==> src/rtl/frh_map.svh <==
// constants and field positions for the float result forwarding hazard unit
`ifndef FRH_MAP_SVH
`define FRH_MAP_SVH
`define FRH_NREG 8
`define FRH_WIDTH 32
`define FRH_NSTAGE 5
`define FRH_ST_R1 0
`define FRH_ST_R2 1
`define FRH_ST_E1 2
`define FRH_ST_E2 3
`define FRH_ST_E3 4
`define FRH_DELAY_SLOTS 3
`define FRH_FIX_DEFAULT 1'b1
`define FRH_DATA_RST 32'h0000_0000
`endif

==> src/rtl/frh_pkg.sv <==
// types shared by the float result forwarding hazard unit
package frh_pkg;
  // instruction classes seen by the forwarding logic
  typedef enum logic [2:0] {
    frh_op_none,
    frh_op_float_multiply,
    frh_op_float_add,
    frh_op_float_subtract,
    frh_op_float_multiply_accumulate,
    frh_op_move_to_cpu,
    frh_op_move_to_fpu,
    frh_op_other
  } frh_op_t;
  // main cpu destinations of a word_register_move
  typedef enum logic [1:0] {
    frh_dst_accumulator_reg,
    frh_dst_product_reg,
    frh_dst_multiplicand_reg,
    frh_dst_aux_pointer
  } frh_cpu_dst_t;
endpackage

==> src/rtl/frh_fwd_unit.sv <==
// float pipeline result forwarding and move-to-cpu hazard control
`timescale 1ns/1ns
`include "frh_map.svh"
module frh_fwd_unit #(
  parameter int NREG = `FRH_NREG,
  parameter int W = `FRH_WIDTH,
  parameter bit FIX_E3_FORWARD = `FRH_FIX_DEFAULT
) (
  input wire logic core_clk,
  input wire logic arst_n,
  input wire logic clk_en,
  input wire logic stall_in,
  input wire logic iss_valid,
  output logic iss_ready,
  input wire frh_pkg::frh_op_t iss_op,
  input wire logic [$clog2(NREG)-1:0] iss_dst,
  input wire logic [$clog2(NREG)-1:0] iss_src,
  input wire frh_pkg::frh_cpu_dst_t iss_cpu_dst,
  input wire logic [2:0] iss_aux_idx,
  input wire logic arith_valid,
  input wire logic [W-1:0] arith_result,
  output logic cpu_wr_valid,
  output frh_pkg::frh_cpu_dst_t cpu_wr_dst,
  output logic [2:0] cpu_wr_aux_idx,
  output logic [W-1:0] cpu_wr_data,
  output logic hazard_seen,
  output logic hazard_stalled,
  output logic spacing_err,
  output logic fwd_held
);
  import frh_pkg::*;

  localparam int IW = $clog2(NREG);

  // refuse shapes the indexing cannot serve, at elaboration
  if (NREG < 2 || (NREG & (NREG - 1)) != 0)
  begin : g_bad_nreg
    $error("frh_fwd_unit: NREG must be a power of two, at least 2");
  end
  if (W < 1)
  begin : g_bad_w
    $error("frh_fwd_unit: W must be at least 1");
  end

  // producer class: the two-cycle float ops
  function automatic logic is_2p(input frh_op_t op);
    is_2p = (op == frh_op_float_multiply) || (op == frh_op_float_add) ||
            (op == frh_op_float_subtract) || (op == frh_op_float_multiply_accumulate);
  endfunction

  // consumer class: any word_register_move out of the float file
  function automatic logic is_move(input frh_op_t op);
    is_move = (op == frh_op_move_to_cpu) || (op == frh_op_move_to_fpu);
  endfunction

  logic adv;
  logic en;
  logic stg_vld_q [`FRH_NSTAGE];
  frh_op_t stg_op_q [`FRH_NSTAGE];
  logic [IW-1:0] stg_dst_q [`FRH_NSTAGE];
  logic [IW-1:0] stg_src_q [`FRH_NSTAGE];
  frh_cpu_dst_t stg_cdst_q [`FRH_NSTAGE];
  logic [2:0] stg_aux_q [`FRH_NSTAGE];
  logic r2_fresh_q;
  logic [W-1:0] opnd_q;
  logic [W-1:0] pend_q;
  logic pend_vld_q;
  logic [W-1:0] rf_rd;
  logic [W-1:0] fwd_val;
  logic [W-1:0] opnd_d;
  logic sample;
  logic prod_e3;
  logic prod_near;
  logic fwd_lost;
  logic rf_wa_en;
  logic rf_wb_en;
  logic cpu_wr_valid_q;
  frh_cpu_dst_t cpu_wr_dst_q;
  logic [2:0] cpu_wr_aux_q;
  logic [W-1:0] cpu_wr_data_q;
  logic hazard_seen_q;
  logic hazard_stalled_q;
  logic spacing_err_q;

  // clock enable freezes all; a stall freezes the stages only
  assign en = clk_en;
  assign adv = clk_en && !stall_in;
  assign iss_ready = adv;

  // entry stage takes the issued instruction
  always_ff @(posedge core_clk or negedge arst_n)
  begin
    if (!arst_n)
    begin
      stg_vld_q[`FRH_ST_R1] <= 1'b0;
      stg_op_q[`FRH_ST_R1] <= frh_op_none;
      stg_dst_q[`FRH_ST_R1] <= '0;
      stg_src_q[`FRH_ST_R1] <= '0;
      stg_cdst_q[`FRH_ST_R1] <= frh_dst_accumulator_reg;
      stg_aux_q[`FRH_ST_R1] <= 3'h0;
    end
    else if (adv)
    begin
      stg_vld_q[`FRH_ST_R1] <= iss_valid;
      stg_op_q[`FRH_ST_R1] <= iss_op;
      stg_dst_q[`FRH_ST_R1] <= iss_dst;
      stg_src_q[`FRH_ST_R1] <= iss_src;
      stg_cdst_q[`FRH_ST_R1] <= iss_cpu_dst;
      stg_aux_q[`FRH_ST_R1] <= iss_aux_idx;
    end
  end

  // later stages shift only when the pipeline advances
  for (genvar s = 1; s < `FRH_NSTAGE; s++)
  begin : g_stage
    always_ff @(posedge core_clk or negedge arst_n)
    begin
      if (!arst_n)
      begin
        stg_vld_q[s] <= 1'b0;
        stg_op_q[s] <= frh_op_none;
        stg_dst_q[s] <= '0;
        stg_src_q[s] <= '0;
        stg_cdst_q[s] <= frh_dst_accumulator_reg;
        stg_aux_q[s] <= 3'h0;
      end
      else if (adv)
      begin
        stg_vld_q[s] <= stg_vld_q[s-1];
        stg_op_q[s] <= stg_op_q[s-1];
        stg_dst_q[s] <= stg_dst_q[s-1];
        stg_src_q[s] <= stg_src_q[s-1];
        stg_cdst_q[s] <= stg_cdst_q[s-1];
        stg_aux_q[s] <= stg_aux_q[s-1];
      end
    end
  end

  // marks the first cycle of a new read_stage_two occupant
  always_ff @(posedge core_clk or negedge arst_n)
  begin
    if (!arst_n)
      r2_fresh_q <= 1'b0;
    else if (en)
      r2_fresh_q <= adv;
  end

  // pending two-cycle result, held until the producer leaves exec_stage_three
  always_ff @(posedge core_clk or negedge arst_n)
  begin
    if (!arst_n)
    begin
      pend_q <= W'(`FRH_DATA_RST);
      pend_vld_q <= 1'b0;
    end
    else if (en)
    begin
      if (arith_valid)
      begin
        pend_q <= arith_result;
        pend_vld_q <= 1'b1;
      end
      else if (adv)
        pend_vld_q <= 1'b0;
    end
  end

  // forwarded value: live result first, else the held copy
  assign fwd_val = arith_valid ? arith_result : pend_q;

  // hazard detection at the read_stage_two sample point
  assign sample = en && r2_fresh_q && stg_vld_q[`FRH_ST_R2] && is_move(stg_op_q[`FRH_ST_R2]);
  assign prod_e3 = stg_vld_q[`FRH_ST_E3] && is_2p(stg_op_q[`FRH_ST_E3]) &&
                   stg_dst_q[`FRH_ST_E3] == stg_src_q[`FRH_ST_R2];
  assign prod_near = (stg_vld_q[`FRH_ST_E1] && is_2p(stg_op_q[`FRH_ST_E1]) &&
                      stg_dst_q[`FRH_ST_E1] == stg_src_q[`FRH_ST_R2]) ||
                     (stg_vld_q[`FRH_ST_E2] && is_2p(stg_op_q[`FRH_ST_E2]) &&
                      stg_dst_q[`FRH_ST_E2] == stg_src_q[`FRH_ST_R2]);

  // original silicon drops forwarding to a cpu move under a stall
  assign fwd_lost = !FIX_E3_FORWARD && stall_in &&
                    stg_op_q[`FRH_ST_R2] == frh_op_move_to_cpu;

  // operand chosen for the move; float-to-float always forwards
  always_comb
  begin
    opnd_d = rf_rd;
    if (prod_e3 && !fwd_lost)
      opnd_d = fwd_val;
  end

  // the move's operand is captured once and then held
  always_ff @(posedge core_clk or negedge arst_n)
  begin
    if (!arst_n)
      opnd_q <= W'(`FRH_DATA_RST);
    else if (sample)
      opnd_q <= opnd_d;
  end

  // hazard reporting pulses
  always_ff @(posedge core_clk or negedge arst_n)
  begin
    if (!arst_n)
    begin
      hazard_seen_q <= 1'b0;
      hazard_stalled_q <= 1'b0;
      spacing_err_q <= 1'b0;
    end
    else if (en)
    begin
      hazard_seen_q <= sample && prod_e3 && stg_op_q[`FRH_ST_R2] == frh_op_move_to_cpu;
      hazard_stalled_q <= sample && prod_e3 && stall_in &&
                          stg_op_q[`FRH_ST_R2] == frh_op_move_to_cpu;
      spacing_err_q <= sample && prod_near;
    end
  end

  // writebacks: producer leaves exec_stage_three, move leaves first exec stage
  assign rf_wa_en = adv && stg_vld_q[`FRH_ST_E3] && is_2p(stg_op_q[`FRH_ST_E3]);
  assign rf_wb_en = adv && stg_vld_q[`FRH_ST_E1] && stg_op_q[`FRH_ST_E1] == frh_op_move_to_fpu;

  frh_regfile #(
    .NREG(NREG),
    .W(W)
  ) u_regfile (
    .core_clk(core_clk),
    .arst_n(arst_n),
    .en(en),
    .wa_en(rf_wa_en),
    .wa_idx(stg_dst_q[`FRH_ST_E3]),
    .wa_data(fwd_val),
    .wb_en(rf_wb_en),
    .wb_idx(stg_dst_q[`FRH_ST_E1]),
    .wb_data(opnd_q),
    .rd_idx(stg_src_q[`FRH_ST_R2]),
    .rd_data(rf_rd)
  );

  // move into the main cpu register set
  always_ff @(posedge core_clk or negedge arst_n)
  begin
    if (!arst_n)
    begin
      cpu_wr_valid_q <= 1'b0;
      cpu_wr_dst_q <= frh_dst_accumulator_reg;
      cpu_wr_aux_q <= 3'h0;
      cpu_wr_data_q <= W'(`FRH_DATA_RST);
    end
    else if (en)
    begin
      cpu_wr_valid_q <= adv && stg_vld_q[`FRH_ST_E1] && stg_op_q[`FRH_ST_E1] == frh_op_move_to_cpu;
      if (adv && stg_vld_q[`FRH_ST_E1] && stg_op_q[`FRH_ST_E1] == frh_op_move_to_cpu)
      begin
        cpu_wr_dst_q <= stg_cdst_q[`FRH_ST_E1];
        cpu_wr_aux_q <= stg_aux_q[`FRH_ST_E1];
        cpu_wr_data_q <= opnd_q;
      end
    end
  end

  // outputs
  assign cpu_wr_valid = cpu_wr_valid_q;
  assign cpu_wr_dst = cpu_wr_dst_q;
  assign cpu_wr_aux_idx = cpu_wr_aux_q;
  assign cpu_wr_data = cpu_wr_data_q;
  assign hazard_seen = hazard_seen_q;
  assign hazard_stalled = hazard_stalled_q;
  assign spacing_err = spacing_err_q;
  assign fwd_held = pend_vld_q;
endmodule // frh_fwd_unit

==> src/rtl/frh_regfile.sv <==
// float register file in flip-flops, two write ports and one read port
`timescale 1ns/1ns
module frh_regfile #(
  parameter int NREG = 8,
  parameter int W = 32
) (
  input wire logic core_clk,
  input wire logic arst_n,
  input wire logic en,
  input wire logic wa_en,
  input wire logic [$clog2(NREG)-1:0] wa_idx,
  input wire logic [W-1:0] wa_data,
  input wire logic wb_en,
  input wire logic [$clog2(NREG)-1:0] wb_idx,
  input wire logic [W-1:0] wb_data,
  input wire logic [$clog2(NREG)-1:0] rd_idx,
  output logic [W-1:0] rd_data
);
  logic [W-1:0] reg_q [NREG];

  // one flop word per register; port b is the younger writer and wins
  for (genvar i = 0; i < NREG; i++)
  begin : g_reg
    always_ff @(posedge core_clk or negedge arst_n)
    begin
      if (!arst_n)
        reg_q[i] <= '0;
      else if (en && wb_en && wb_idx == i)
        reg_q[i] <= wb_data;
      else if (en && wa_en && wa_idx == i)
        reg_q[i] <= wa_data;
    end
  end

  // combinational read
  assign rd_data = reg_q[rd_idx];
endmodule // frh_regfile

==> config.mk <==
export PLATFORM = sky130hd
export DESIGN_NAME = frh_fwd_unit
export DESIGN_NICKNAME = d
export VERILOG_FILES = /design/src/rtl/frh_pkg.sv /design/src/rtl/frh_fwd_unit.sv /design/src/rtl/frh_regfile.sv
export VERILOG_INCLUDE_DIRS = /design/src /design/src/rtl
export SDC_FILE = /design/constraint.sdc
export NUM_CORES = 1
export LEC_CHECK = 0
export ABC_AREA = 1
export BUFFER_PORTS_ARGS = -buffer_cell sky130_fd_sc_hd__buf_4
export CAP_MARGIN = 40
export CORE_MARGIN = 2
export CORE_UTILIZATION = 50
export DETAILED_ROUTE_END_ITERATION = 10
export PLACE_DENSITY = 0.69
export SYNTH_ARGS = -nofsm -noshare
export SYNTH_HDL_FRONTEND = slang
export SYNTH_SLANG_ARGS = --single-unit
==> constraint.sdc <==
create_clock -name core_clk -period 1.6 [get_ports core_clk]
set_input_delay 0.24 -clock core_clk [delete_from_list [all_inputs] [get_ports core_clk]]
set_output_delay 0.24 -clock core_clk [all_outputs]
set_load 0.005 [all_outputs]
==> results.txt, run 1 <==
r2r startpoint: stg_op_q[6]$_DFFE_PN0N_
total CTS buffers: 47
CP max stage cell: dfrtp_1
clk slew on worst S/H paths: 0.06 ns
IR drop worst, VDD: 0.000868 V
Achievable Freq: 0.571 GHz
Slew @ Worst Pin: 0.572 ns
Worst Skew: 0.0189 ns
Netlist cell types: 20
Post-Synthesis Cell Area: 0.0232 mm²
pins over their slew limit: 0
first-pass GRT wire length: 134,000 µm
CTS tree: done
capture point of the worst path: u_regfile.reg_q[52]$_DFFE_PN0P_
Req. time, crit path: 2.12 ns
Syn Area/Cell: 6.73 µm²
critical path startpoint: stg_op_q[6]$_DFFE_PN0N_
area fraction of the dominant cell type after synthesis: 0.452
Ant. Diodes: 0
crit share post-route: 1.09
clock power share: 0.305
# rows: 78
Mapped Nets: 3,498
Slew headroom: 0.618
Initial Util: 0.509
Root Buffer: clkbuf_16
via count: 25,700
final hold vios: 0
R2R Path End: u_regfile.reg_q[52]$_DFFE_PN0P_
layout cells sized above 1: 0.162
Synth Register Bits: 419
max_cap viols: 0
Net Sw Frac: 0.355
initial antenna violation count: 1
simple-gate area share of the yosys netlist: 0.440
Post-Route WL: 93,100 µm
CTS Sinks: 419
DR WL/cell: 22.0 µm
worst reg2reg path depth: 12
CP max stage delay: 0.39 ns
failing checks: setup timing
crit path DAT: 2.28 ns
Die Span X: 219 µm
crit path capture type: flip-flop
leading post-synthesis cells by cell area: dfrtp_1 45%, nand2_1 27%, nand3_1 16%
Final Setup Violations: 208
Cells after Synth: 3,446
Finished Core Util: 0.658
share of total power in combinational logic: 0.268
CP max FO: 7
R2R Setup Slk: -0.15 ns
Pint: 22.7 mW
critical path class: reg2reg
Layout Nets: 3,653
GRT Total Usage: 0.360
Post-Layout Inst Area: 0.0300 mm²
vias per std cell: 6.07
crit path launch type: flip-flop
gr ovfl total: 0
sequential area share after synthesis: 0.452
Cell Chain, Critical Path: inv_2 -> nand3_4 -> nor2_4 -> buf_12 -> buf_12 -> buf_12 -> buf_4 -> buf_6 -> nand3_1 -> nand2_1 -> nand2_1 -> nand2_1
XOR/XNOR Fraction of Synth Area: 0.00151
post-synth top area cell: dfrtp_1
Ys Warns: 0
unrepaired setup endpoints after global routing: true
DP Area: 0.0256 mm²
largest net degree at the start of global routing: 67
Worst Hold Class: in2reg
Die Ht: 219 µm
num ports: 95
Initial DRT Pass Iterations: 7
Max H-tree Level: 2
area delta synth->final: 29.3%
mux share of post-synthesis cell area: 0
DRC: 0
DIE AREA: 0.0481 mm²
vias in the first global route: 24,200
P per Cell Area: 1170 mW/mm²
antenna-violating nets left: 0
routability cong.: 0.873
DR iter-0 viols: 4,162
adder-cell share of the synthesized area: 0
Flop pwr share: 0.427
minimum clock period: 1.75 ns
status: finished, violations left
hpwl dp: 48,900 µm
post-synthesis compound-gate area fraction: 0.0351
Switch Pwr: 12.5 mW
Worst-Skew Late Latency: 0.60 ns
Core Region: 0.0456 mm²
Setup WS post-layout: -0.152 ns
fillcell total: 3,770
IO buf count: 94
CTS Buffer Depth: 3
main combinational cell family by area after synthesis: simple AND/OR/NAND/NOR gates
P_leak: 15.8 nW
[cell usage after synthesis]
| cell type | n |
|---|---|
| nand2_1 | 1647 |
| nand3_1 | 750 |
| dfrtp_1 | 419 |
| clkbuf_1 | 154 |
| o21ai_0 | 126 |
| inv_1 | 106 |
| buf_2 | 86 |
| nor2_1 | 50 |
| buf_1 | 38 |
| a21oi_1 | 34 |
| buf_4 | 11 |
| nor3_1 | 8 |
| inv_2 | 4 |
| xor2_1 | 4 |
| nor2_2 | 3 |
| o22ai_1 | 2 |
| buf_6 | 1 |
| nand2_2 | 1 |
| nand4_1 | 1 |
| nor2_4 | 1 |
[per-stage QoR]
stage / power, mW / std cells / TNS (ns) / hold WS [ns] / worst slack (ns)
after detailed placement: 23.2 / 4035 / -28.90 / 0.220 / -0.182
final: 35.2 / 4234 / -7.21 / 0.00573 / -0.152
after global placement: 22.9 / 4035 / -27.72 / 0.218 / -0.154
after global routing: 36.8 / 4234 / -28.74 / 0.0323 / -0.191
after CTS: 34.5 / 4202 / -4.40 / 0.00335 / -0.0595
after floorplan: 19.7 / 3446 / 0 / -0.0556 / 0.0521
[kinds of logic (layout without fill, tap and decap cells)]
logic type             after synthesis  in the layout
buffers and inverters              400            588
AND/OR/NAND/NOR                   2461           2461
AO/OA/AOI/OAI                      162            162
XOR/XNOR                             4              4
flip-flops                         419            419
[worst max-delay path, delay by kind of cell (launching register included)]
family,cells,cell delay (ns)
buffers and inverters,6,0.74
AND/OR/NAND/NOR,6,0.54
flip-flops,1,0.39
[cell type report]
type,instances,area (µm²),area share
Inverter,110,423,0.0141
Clock buffer,74,1450,0.0483
Clock inverter,8,42.5,0.00142
Timing Repair Buffer,396,4970,0.166
Sequential cell,419,10500,0.350
Multi-Input combinational cell,2627,11900,0.396
Tap cell,600,751,0.0250
[worst min path at each step]
| stage | startpoint | endpoint | slack [ns] | depth (start not counted) |
|---|---|---|---|---|
| final | arith_result[22] | pend_q[22]$_DFFE_PN0P_ | 0.006 | 3 |
| after global routing | arith_result[22] | pend_q[22]$_DFFE_PN0P_ | 0.03 | 3 |
| after CTS | arith_result[22] | pend_q[22]$_DFFE_PN0P_ | 0.003 | 3 |
| after detailed placement | arst_n | cpu_wr_data[7]$_DFFE_PN0P_ | 0.22 | 1 |
| after global placement | arst_n | cpu_wr_data[7]$_DFFE_PN0P_ | 0.22 | 1 |
| after floorplan | arst_n | cpu_wr_aux_idx[0]$_DFFE_PN0P_ | -0.06 | 0 |
[metal layers]
metal,track usage,vias to the layer above,wire (µm)
met5,0,-,11
met1,0.454,12000,33500
met3,0.0762,509,12400
met2,0.567,1938,40600
li1,-,11300,-
met4,0.221,2,6570
[power by group through the flow]
| stage | Clock (mW) | Sequential, mW | Combinational [mW] |
|---|---|---|---|
| after CTS | 10.8 | 14.9 | 8.86 |
| after floorplan | 0 | 13.9 | 5.88 |
| after global placement | 0 | 14.9 | 7.97 |
| final | 10.8 | 15.0 | 9.43 |
| after detailed placement | 0 | 15.0 | 8.19 |
| after global routing | 11.2 | 15.2 | 10.3 |
[layout by cell type (no fill, tap or decap), drive strengths merged, types with 7 or more instances in the layout]
cell / n
clkbuf: 99
inv: 110
nor2: 54
dlygate4sd3: 48
dfrtp: 419
a21oi: 34
o21ai: 126
nand2: 1648
buf: 323
nand3: 750
clkinv: 7
nor3: 8
[timing repair]
item | 4_1_cts | 5_1_grt
gates resized for setup | 120 | 179
setup buffers | 23 | 6
cloned | 15 | 29
hold buffers | 48 | 0
setup endpoints to repair | 291 | 292
endpoints found under the hold margin | 92 | 0
pin swaps | 78 | 36
[sequential cells by signal, indices dropped and copies added, names as in the netlist, 2 cells and up]
| register | count |
|---|---|
| stg_cdst_q | 6 |
| u_regfile.reg_q | 256 |
| cpu_wr_dst | 2 |
| opnd_q | 32 |
| cpu_wr_data | 32 |
| cpu_wr_aux_idx | 3 |
| stg_vld_q | 5 |
| stg_src_q | 6 |
| stg_op_q | 15 |
| stg_aux_q | 9 |
| pend_q | 32 |
| stg_dst_q | 15 |
Power figures use the tool's default switching activity.
==> inputs of run 2 (changes only) <==
--- a/config.mk
+++ b/config.mk
@@ -12,7 +12,7 @@
 export CORE_MARGIN = 2
 export CORE_UTILIZATION = 50
 export DETAILED_ROUTE_END_ITERATION = 10
-export PLACE_DENSITY = 0.69
+export PLACE_DENSITY = 0.67
 export SYNTH_ARGS = -nofsm -noshare
 export SYNTH_HDL_FRONTEND = slang
 export SYNTH_SLANG_ARGS = --single-unit
==> constraint.sdc (replaced) <==
create_clock -name core_clk -period 1.9 [get_ports core_clk]
set_input_delay 0.285 -clock core_clk [delete_from_list [all_inputs] [get_ports core_clk]]
set_output_delay 0.285 -clock core_clk [all_outputs]
set_load 0.005 [all_outputs]
==> results.txt, run 2 (synthesized netlist as in run 1, its figures left out) <==
GR Layer Usage met3: 0.0658
routability cong.: 0.858
Cell Chain, Critical Path: inv_1 -> nand3_1 -> nor2_4 -> buf_12 -> nand2_2 -> nand2_1 -> buf_12 -> nand2_1 -> nand2_1
P per Cell Area: 1070 mW/mm²
Slew @ Worst Pin: 0.559 ns
Initial Util: 0.509
area delta synth->final: 18.5%
CP max stage delay: 0.42 ns
commonest non-fill, non-tap cell in the layout: nand2_1
gr ovfl total: 0
DIE AREA: 0.0481 mm²
vias in the first global route: 23,200
Root Buffer: clkbuf_16
Worst Skew: 0.0176 ns
crit path launch type: flip-flop
hpwl dp: 47,300 µm
Crit path max-delay family: simple AND/OR/NAND/NOR gates
via count: 23,900
Worst-Skew Late Latency: 0.61 ns
DRC: 0
WP depth: 9
crit share post-route: 0.941
most frequent cells in the layout: 1,638 x nand2_1, 750 x nand3_1, 417 x dfrtp_1, 182 x buf_4, 125 x o21ai_0
setup TNS: 0 ns
Worst Hold Class: in2reg
crit path capture type: flip-flop
CP max stage cell: dfrtp_1
setup repair bufs after CTS: 0
Top Usage Layer GRT: met2
layout cells sized above 1: 0.100
clk slew on worst S/H paths: 0.06 ns
# rows: 78
P_leak: 14.8 nW
num ports: 95
Req. time, crit path: 2.43 ns
worst hold slack: 0.00963 ns
DR WL/cell: 19.2 µm
worst reg2reg path depth: 9
Ant. Diodes: 0
Initial DRT Pass Iterations: 6
critical path class: reg2reg
vias per std cell: 5.79
met1 Use GR: 0.451
placed insts: 3,997
status: complete, no violations
Layout Nets: 3,545
Final Setup Violations: 0
Achievable Freq: 0.559 GHz
Slew headroom: 0.628
max_cap viols: 0
Hold Path Stages: 3
post-layout power: 29.5 mW
crit path DAT: 2.32 ns
total CTS buffers: 48
DR iter-0 viols: 2,869
non-filler cells, final: 4,130
CTS Buffer Depth: 3
max reg flops: 256
GRT Total Usage: 0.336
Top reg by flops: u_regfile.reg_q
minimum clock period: 1.79 ns
Die Span X: 219 µm
Most Frequent Cell on Critical Path: nand2_1
initial antenna violation count: 0
CTS tree: done
antenna-violating nets left: 0
fillcell total: 4,127
Max H-tree Level: 2
Post-Route WL: 79,300 µm
pins over their slew limit: 0
IR drop worst, VDD: 0.000761 V
largest net degree at the start of global routing: 74
crit path buf inv count: 3
CP max FO: 25
unrepaired setup endpoints after global routing: false
Die Ht: 219 µm
Core Region: 0.0456 mm²
met2 Use GR: 0.527
final hold vios: 0
IO buf count: 94
first-pass GRT wire length: 127,000 µm
CTS Sinks: 419
## run 2: cell types whose count changed in the layout (fill, tap and decap cells not counted), sizes merged, moves of 2 or more
| cell | previous run | this run |
|---|---|---|
| buf | 323 | 241 |
| bufinv | 0 | 8 |
| clkbuf | 99 | 65 |
| clkinv | 7 | 10 |
| dlygate4sd3 | 48 | 46 |
| inv | 110 | 112 |
## run 2: timing repair
item,CTS,global route
hold buffers,46,0
setup endpoints to repair,0,41
hold endpoints to repair,80,0
gates resized for setup,0,5
## run 2: routing by layer
layer,vias up,wire [µm],part of all wire
met1,11200,31500,0.40
met5,-,0,0
met3,230,8500,0.11
met2,1374,36000,0.45
li1,11100,-,-
met4,0,3300,0.042
## run 2: worst paths after layout
| path | startpoint | endpoint | slack [ns] |
|---|---|---|---|
| hold reg to reg | stg_dst_q[10]$_DFFE_PN0N_ | stg_dst_q[7]$_DFFE_PN0N_ | 0.48 |
| hold / removal | arith_result[24] | pend_q[24]$_DFFE_PN0P_ | 0.01 |
| setup reg to reg | stg_op_q[6]$_DFFE_PN0N_ | u_regfile.reg_q[64]$_DFFE_PN0P_ | 0.11 |
| setup / recovery | stg_op_q[6]$_DFFE_PN0N_ | u_regfile.reg_q[64]$_DFFE_PN0P_ | 0.11 |
| max in group asynchronous | arst_n | u_regfile.reg_q[238]$_DFFE_PN0P_ | 0.89 |
| min in group asynchronous | arst_n | cpu_wr_data[8]$_DFFE_PN0P_ | 0.22 |
## run 2: worst reg2reg max path, cell delays in order, from the launching register on
cell,delay [ns]
dfrtp_1,0.42
inv_1,0.12
nand3_1,0.12
nor2_4,0.15
buf_12,0.16
nand2_2,0.16
nand2_1,0.21
buf_12,0.23
nand2_1,0.10
nand2_1,0.06
## run 2: through the flow
stage	setup WS, ns	area, µm²	utilization
2_1_floorplan	0.352	23200	-
4_1_cts	0.0841	27500	0.603
6_report	0.112	27500	0.603
3_5_place_dp	0.0668	25300	0.555
5_1_grt	0.0210	27500	0.603
3_3_place_gp	0.0984	25300	0.555
## run 2: cell type report
class / instances / area, µm² / area share
Tap cell: 600 / 751 / 0.0273
Clock inverter: 22 / 323 / 0.0117
Sequential cell: 419 / 10500 / 0.382
Timing Repair Buffer: 287 / 2990 / 0.109
Clock buffer: 65 / 1390 / 0.0505
Multi-Input combinational cell: 2627 / 11100 / 0.405
Inverter: 110 / 415 / 0.0151
## run 2: power breakdown
part	switching, mW	total (mW)	internal [mW]
sequential	1.78	12.6	10.8
combinational	4.24	6.81	2.57
clock	3.95	10.1	6.19
total	9.97	29.5	19.6
